$ cat src/design/tdm_pkg.sv
package tdm_pkg;

    // Widths of the status word, the sensor sample and the register path
    localparam int STATUS_W = 32;
    localparam int SAMPLE_W = 16;
    localparam int RADDR_W = 44;

    // Device register holding the latest sensor sample
    localparam logic [RADDR_W-1:0] TEMP_SAMPLE_ADDR = 44'h080c00000d8;

    // Status word layout
    localparam int ST_STARTED_BIT = 0;
    localparam int ST_DONE_BIT = 1;
    localparam int ST_ALARM0_BIT = 17;
    localparam int ST_ALARM1_BIT = 18;
    localparam logic [STATUS_W-1:0] STATUS_RESET = 32'h0000_0000;

    // Thresholds in raw sample units: first sample at or above 85 C, 100 C
    localparam logic [SAMPLE_W-1:0] ALARM0_SAMPLE = 16'h08c5;
    localparam logic [SAMPLE_W-1:0] ALARM1_SAMPLE = 16'h099e;

    // Startup wait, in ticks of the 100 MHz link rate
    localparam int STARTUP_TICKS = 8;

    // Rates: pclk and the documented block rate, as an enable divider
    localparam int PCLK_MHZ = 200;
    localparam int LINK_MHZ = 100;
    localparam int TICK_DIV = PCLK_MHZ / LINK_MHZ;

    // Sample to tenths of a degree: -701 + 2830 * sample / 4096
    localparam int TEMP_OFFSET_DC = -701;
    localparam int TEMP_GAIN_DC = 2830;
    localparam int TEMP_SHIFT = 12;

    // Controller register map over APB
    localparam logic [7:0] CTRL_OFS = 8'h00;
    localparam logic [7:0] STATUS_OFS = 8'h04;
    localparam logic [7:0] SAMPLE_OFS = 8'h08;
    localparam logic [7:0] TEMP_OFS = 8'h0c;
    localparam int CTRL_START_BIT = 0;
    localparam int CTRL_CAPTURE_BIT = 1;
    localparam logic [1:0] CTRL_RESET = 2'h0;

    // Ticks between two sample reads by the controller
    localparam int POLL_TICKS = 16;

    // JTAG pins in, JTAG pin out, and the shared pass-through bus
    typedef struct packed {
        logic tck;
        logic tms;
        logic tdi;
        logic trst_n;
    } tdm_jtag_in_t;

    typedef struct packed {
        logic tdo;
    } tdm_jtag_out_t;

    typedef tdm_jtag_in_t tdm_jtap_bus_t;

    // Startup sequence of the device
    typedef enum logic [1:0] {
        TDM_IDLE = 2'b00,
        TDM_WAIT = 2'b01,
        TDM_RUN = 2'b10
    } tdm_state_t;

endpackage : tdm_pkg

$ cat src/design/tdm_link_if.sv
`timescale 1ns/1ps
interface tdm_link_if
    import tdm_pkg::*;
();
    logic tick; // 100 MHz enable from the user end
    logic start; // Launch of the startup sequence
    logic [STATUS_W-1:0] status; // Device status word
    tdm_jtap_bus_t jtap_bus; // JTAG forwarded by the device
    logic tdo_bus; // Test data returned toward the device
    logic reg_rd; // One-cycle register read request
    logic [RADDR_W-1:0] reg_addr; // Register address
    logic reg_rvalid; // One-cycle read answer
    logic [STATUS_W-1:0] reg_rdata; // Read data, sample in low bits
    logic reg_err; // Unmapped address, with reg_rvalid

    // Documented device end
    modport dev (
        input tick, start, tdo_bus, reg_rd, reg_addr,
        output status, jtap_bus, reg_rvalid, reg_rdata, reg_err
    );

    // User logic and capture-unit end
    modport usr (
        output tick, start, tdo_bus, reg_rd, reg_addr,
        input status, jtap_bus, reg_rvalid, reg_rdata, reg_err
    );
endinterface : tdm_link_if

$ cat src/design/tdm_device.sv
// Behaviour
// - Sensor set to continuous sampling at startup
// - Status bit 17 high at 85 C
// - Status bit 18 high at 100 C
// - Only report alarms, never shut down
// - Latest 16-bit sample in readable register
// - Sample to degrees: 71.4+283(s/4096-0.5)
// - After a short wait status becomes 0x3
// - Startup begins once start is high
// - Block timed by a 100 MHz clock; here a 100 MHz enable on the 200 MHz pclk
// - Unused returned test data held at zero
// - JTAG forwarded on bus, test data returned
// - Only the unit-style capture block attaches
// - 32-bit status: progress, errors and alarms; no error sources here, error bits stay 0
`timescale 1ns/1ps
module tdm_device
    import tdm_pkg::*;
#(
    parameter int STARTUP_WAIT = STARTUP_TICKS // Ticks before completion
)
(
    input wire logic pclk,
    input wire logic presetn,
    tdm_link_if.dev lnk,
    input tdm_jtag_in_t jtag_in,
    output tdm_jtag_out_t jtag_out,
    output logic sens_continuous,
    input wire logic [SAMPLE_W-1:0] sens_sample,
    input wire logic sens_valid
);

    localparam int WAIT_W = $clog2(STARTUP_WAIT + 1);
    localparam logic [WAIT_W-1:0] WAIT_LAST = WAIT_W'(STARTUP_WAIT - 1);
    localparam logic [WAIT_W-1:0] WAIT_ZERO = '0;

    tdm_state_t state_reg; // Startup sequence state
    tdm_state_t state_next; // Its next value
    logic [WAIT_W-1:0] wait_reg; // Ticks spent waiting
    logic continuous_reg; // Sensor programmed to run freely
    logic [SAMPLE_W-1:0] sample_reg; // Latest sensor reading
    logic alarm0_reg; // At or above the first limit
    logic alarm1_reg; // At or above the second limit
    logic [STATUS_W-1:0] status_reg; // Status word as driven
    logic [STATUS_W-1:0] status_next; // Its next value
    logic rvalid_reg; // Read answer strobe
    logic [STATUS_W-1:0] rdata_reg; // Read answer data
    logic rerr_reg; // Read answer error flag
    logic sample_take; // A new reading is accepted

    // Startup sequencing; IDLE and WAIT advance only on the 100 MHz enable
    always_comb
    begin
        state_next = state_reg;
        case (state_reg)
            TDM_IDLE:
            begin
                // Nothing happens until start is seen high
                if (lnk.tick && lnk.start)
                begin
                    state_next = TDM_WAIT;
                end
            end
            TDM_WAIT:
            begin
                // Short fixed wait, then the sequence is complete
                if (lnk.tick && wait_reg == WAIT_LAST)
                begin
                    state_next = TDM_RUN;
                end
            end
            TDM_RUN:
            begin
                // Final state; only reset leaves it
                state_next = TDM_RUN;
            end
            default:
            begin
                // Illegal code falls back to the start
                state_next = TDM_IDLE;
            end
        endcase
    end

    // State register
    always_ff @(posedge pclk or negedge presetn)
    begin
        if (!presetn)
        begin
            state_reg <= TDM_IDLE;
        end
        else
        begin
            state_reg <= state_next;
        end
    end

    // Wait counter, counts ticks only while waiting
    always_ff @(posedge pclk or negedge presetn)
    begin
        if (!presetn)
        begin
            wait_reg <= WAIT_ZERO;
        end
        else if (state_reg != TDM_WAIT)
        begin
            // Cleared outside the wait so a restart is clean
            wait_reg <= WAIT_ZERO;
        end
        else if (lnk.tick)
        begin
            wait_reg <= wait_reg + 1'b1;
        end
    end

    // Sensor mode: set once on completion, never dropped afterwards
    always_ff @(posedge pclk or negedge presetn)
    begin
        if (!presetn)
        begin
            continuous_reg <= 1'b0;
        end
        else if (state_next == TDM_RUN)
        begin
            continuous_reg <= 1'b1;
        end
    end

    assign sens_continuous = continuous_reg;

    // Readings count only once the sensor has been programmed
    assign sample_take = sens_valid && continuous_reg;

    // Latest reading, kept for the register read path
    always_ff @(posedge pclk or negedge presetn)
    begin
        if (!presetn)
        begin
            sample_reg <= '0;
        end
        else if (sample_take)
        begin
            sample_reg <= sens_sample;
        end
    end

    // Alarms compare each new reading against both raw thresholds;
    // comparing raw samples avoids a divider in this path
    always_ff @(posedge pclk or negedge presetn)
    begin
        if (!presetn)
        begin
            alarm0_reg <= 1'b0;
            alarm1_reg <= 1'b0;
        end
        else if (sample_take)
        begin
            // Both rise and fall with every reading
            alarm0_reg <= (sens_sample >= ALARM0_SAMPLE);
            alarm1_reg <= (sens_sample >= ALARM1_SAMPLE);
        end
    end

    // Status word assembly; no error sources exist, so those bits stay 0.
    // Alarms only report: no output here can stop the chip.
    always_comb
    begin
        status_next = STATUS_RESET;
        status_next[ST_STARTED_BIT] = (state_reg != TDM_IDLE);
        status_next[ST_DONE_BIT] = (state_reg == TDM_RUN);
        status_next[ST_ALARM0_BIT] = alarm0_reg;
        status_next[ST_ALARM1_BIT] = alarm1_reg;
    end

    // Status held in flops so the user side sees clean levels
    always_ff @(posedge pclk or negedge presetn)
    begin
        if (!presetn)
        begin
            status_reg <= STATUS_RESET;
        end
        else
        begin
            status_reg <= status_next;
        end
    end

    assign lnk.status = status_reg;

    // Register read port: answer exactly one cycle after the request
    always_ff @(posedge pclk or negedge presetn)
    begin
        if (!presetn)
        begin
            rvalid_reg <= 1'b0;
            rdata_reg <= '0;
            rerr_reg <= 1'b0;
        end
        else
        begin
            rvalid_reg <= lnk.reg_rd;
            if (lnk.reg_rd)
            begin
                if (lnk.reg_addr == TEMP_SAMPLE_ADDR)
                begin
                    // Sample in the low bits, upper bits zero
                    rdata_reg <= STATUS_W'(sample_reg);
                    rerr_reg <= 1'b0;
                end
                else
                begin
                    // Unmapped address reads zero with an error
                    rdata_reg <= '0;
                    rerr_reg <= 1'b1;
                end
            end
        end
    end

    assign lnk.reg_rvalid = rvalid_reg;
    assign lnk.reg_rdata = rdata_reg;
    assign lnk.reg_err = rerr_reg;

    // JTAG pass-through; kept as wires because the JTAG pins have their
    // own timing and a flop on pclk would skew tdo against tck
    assign lnk.jtap_bus = jtag_in;
    assign jtag_out.tdo = lnk.tdo_bus;

endmodule : tdm_device

$ cat src/flat_wrapper.sv
// flat-port wrapper written by rule: the top's interface ports become plain ports
module tdm_device_flat import tdm_pkg::*;
#(
    parameter int STARTUP_WAIT = STARTUP_TICKS                           
)
  (pclk, presetn, jtag_in, jtag_out, sens_continuous, sens_sample, sens_valid, lnk_tick, lnk_start, lnk_tdo_bus, lnk_reg_rd, lnk_reg_addr, lnk_status, lnk_jtap_bus, lnk_reg_rvalid, lnk_reg_rdata, lnk_reg_err);
  tdm_link_if lnk_i ();
  input wire logic pclk;
  input wire logic presetn;
  input tdm_jtag_in_t jtag_in;
  output tdm_jtag_out_t jtag_out;
  output logic sens_continuous;
  input wire logic [SAMPLE_W-1:0] sens_sample;
  input wire logic sens_valid;
  input wire logic [$bits(lnk_i.tick)-1:0] lnk_tick;
  input wire logic [$bits(lnk_i.start)-1:0] lnk_start;
  input wire logic [$bits(lnk_i.tdo_bus)-1:0] lnk_tdo_bus;
  input wire logic [$bits(lnk_i.reg_rd)-1:0] lnk_reg_rd;
  input wire logic [$bits(lnk_i.reg_addr)-1:0] lnk_reg_addr;
  output wire logic [$bits(lnk_i.status)-1:0] lnk_status;
  output wire logic [$bits(lnk_i.jtap_bus)-1:0] lnk_jtap_bus;
  output wire logic [$bits(lnk_i.reg_rvalid)-1:0] lnk_reg_rvalid;
  output wire logic [$bits(lnk_i.reg_rdata)-1:0] lnk_reg_rdata;
  output wire logic [$bits(lnk_i.reg_err)-1:0] lnk_reg_err;
  assign lnk_i.tick = lnk_tick;
  assign lnk_i.start = lnk_start;
  assign lnk_i.tdo_bus = lnk_tdo_bus;
  assign lnk_i.reg_rd = lnk_reg_rd;
  assign lnk_i.reg_addr = lnk_reg_addr;
  assign lnk_status = lnk_i.status;
  assign lnk_jtap_bus = lnk_i.jtap_bus;
  assign lnk_reg_rvalid = lnk_i.reg_rvalid;
  assign lnk_reg_rdata = lnk_i.reg_rdata;
  assign lnk_reg_err = lnk_i.reg_err;
  tdm_device #(.STARTUP_WAIT(STARTUP_WAIT)) u_core (.pclk(pclk), .presetn(presetn), .lnk(lnk_i), .jtag_in(jtag_in), .jtag_out(jtag_out), .sens_continuous(sens_continuous), .sens_sample(sens_sample), .sens_valid(sens_valid));
endmodule
$ cat config.mk
export PLATFORM = sky130hd
export DESIGN_NAME = tdm_device_flat
export DESIGN_NICKNAME = d
export VERILOG_FILES = /design/src/design/tdm_pkg.sv /design/src/design/tdm_link_if.sv /design/src/design/tdm_device.sv /design/src/flat_wrapper.sv
export SDC_FILE = /design/constraint.sdc
export NUM_CORES = 1
export LEC_CHECK = 0
export ABC_AREA = 1
export BUFFER_PORTS_ARGS = -buffer_cell sky130_fd_sc_hd__buf_2
export CAP_MARGIN = 15
export CORE_UTILIZATION = 24
export CTS_CLUSTER_DIAMETER = 40
export DETAILED_ROUTE_END_ITERATION = 10
export GPL_ROUTABILITY_DRIVEN = 0
export GPL_TIMING_DRIVEN = 0
export HOLD_SLACK_MARGIN = 0.15
export PLACE_DENSITY = 0.57
export RECOVER_POWER = 50
export SLEW_MARGIN = 20
export SYNTH_ARGS = -nofsm -noshare
export SYNTH_HDL_FRONTEND = slang
export SYNTH_SLANG_ARGS = --single-unit
$ cat constraint.sdc
create_clock -name pclk -period 1.66 [get_ports pclk]
set_input_delay 0.166 -clock pclk [delete_from_list [all_inputs] [get_ports pclk]]
set_output_delay 0.166 -clock pclk [all_outputs]
set_load 0.03 [all_outputs]
==> qor.txt <==
initial antenna violation count: 0
core area: 11100 sq um
final hold viol count: 0
RSZ-0062 raised after global routing: no
post-CTS setup repair buffer count: 0
share of cells above drive strength 1: 27.9%
WL/cell: 9.49 microns
placed instance area: 3580 sq um
HP Class: input pin to flop
DR DRC count: 0
Fin Hold WS: 0.158 ns
CTS Root Cell: clkbuf_16
end-of-flow core utilization: 34.3%
hold buffers post-CTS: 6
syn avg cell area: 7.09 sq um
Fin Setup TNS: 0 ns
total I/O pin count: 143
DR pass1 iterations: 4
status: finished clean
die area: 12000 sq um
Final period util: 83.4%
DP Worst Slack: 0.294 ns
die width: 110 microns
commonest non-fill, non-tap cell in the layout: nand2_1
Post-synth EDFFs: 0
drt initial violations: 107
WP data arrival: 1.56 ns
fin. max-slew vios: 0
R2R depth: 4
crit-path max FO: 10
Top FF cell, synth: dfrtp_1
crit-path max cell delay: 0.52 ns
critical path type: input pin to flop
final setup fails: 0
Worst-Skew Late Latency: 0.29 ns
worst hold stages: 3
largest net degree at the start of global routing: 48
cells along the critical path: dlygate4sd3_1 > clkbuf_1 > buf_2 > clkinv_1 > buf_2 > nand2_1 > nand2_1
CP Capture Type: flop
DR vias: 2589
Tmin final: 1.38 ns
most frequent cells in the layout: 117 x nand2_1, 87 x buf_2, 60 x inv_1
CTS buffer count: 5
flops & latches, synth: 47
htree depth: 2
startpoint types: input pin
post-CTS sizing: 0
DP HPWL: 5270 microns
Detail Route Antenna Nets: 0
Synth cell types: 21
slowest stage cell on the critical path: dlygate4sd3_1
Slew HR: 22.1%
drt total wl: 6470 microns
Layout area overhead: 36.9%
Final Skew: 0.00463 ns
Req. time, crit path: 1.84 ns
Hold Startpoint: lnk_start
Placement Rows: 38
Avg Vias per Cell: 3.80
Critical Path Source: lnk_reg_rd
total grt overflow: 0
post-synthesis cell count: 392
post-route setup slack: 0.276 ns
pwr dens: 986 nW/um^2
PortBufs: 93
first-pass GRT wire length: 10400 microns
Static Leak: 2.33 nW
GRT Util Overall: 11.1%
Max-Cap Viols: 0
Worst-path clk slew: 0.06 ns
diode count: 0
sequential area share after synthesis: 42.3%
final net count: 613
Sink Count: 47
YS warnings: 0
Design Area, Final: 3800 sq um
Die Span Y: 110 microns
Initial Util: 25.1%
vias in the first global route: 2405
maximum VDD drop: 0.551 mV
worst r2r src: u_core.sens_continuous
Worst Tran Pin Value: 1.17 ns
CTS tree: done
Clock Tree Buf Depth: 2
Synth async-reset ratio: 100%
FMAX: 723 MHz
mapped cell area: 2780 sq um
## stage by stage
stage               cells  total power [W]
floorplan             435          0.00230
global placement      668          0.00257
detailed placement    668          0.00261
CTS                   682          0.00380
global route          682          0.00402
finish                682          0.00375
## routing by layer
layer  vias up  track usage, %  part of all wire [%]
met5         -               0                     0
met4         0            4.19                   1.3
met3         7            1.66                   5.5
met2        82            20.5                    48
met1      1125            12.7                    45
li1       1375               -                     -
## final cells by class
class                      count  area, sq um
buffer                        57          418
clock buffer                   6          139
clock inverter                 2         35.0
fill                        1208         7270
inverter                      61          229
multi-input combinational    270         1120
sequential                    47         1180
tap                          140          175
timing repair buffer          99          514
## final timing paths
check,end,slack (ns)
max,u_core.lnk.reg_rdata[0],0.28
min,u_core.state_reg[0],0.16
max reg2reg,u_core.sample_reg[14],0.31
min reg2reg,u_core.lnk.status[18],0.38
max in group asynchronous,u_core.sample_reg[9],0.29
min in group asynchronous,u_core.wait_reg[0],0.65
## critical path, delay by kind of cell
kind,cells,cell delay [ns]
buf+inv,5,1.26
simple gates,2,0.13
## synth_stat cells (3+ instances only)
master,number,area [sq um]
nor2_1,51,191
a21oi_1,7,35.0
buf_4,49,368
buf_2,4,20.0
nand4_1,3,18.8
nand2_1,117,439
o21ai_0,14,70.1
inv_1,60,225
nand3_1,24,120
dfrtp_1,47,1180
## cell families after synthesis
group                      share of synthesized area (%)
AOI/OAI and AO/OA                                   4.01
buffers and inverters                               23.3
other                                              0.135
DFF                                                 42.3
adders and majority gates                          0.450
and+or+nand+nor                                     29.8
## where the power goes
part	total [W]	switching, W	internal, W
clock network	0.00117	0.000418	0.000749
registers	0.00157	0.000151	0.00142
logic	0.00102	0.000642	0.000374
No activity file was read; power rests on OpenSTA's default activity.
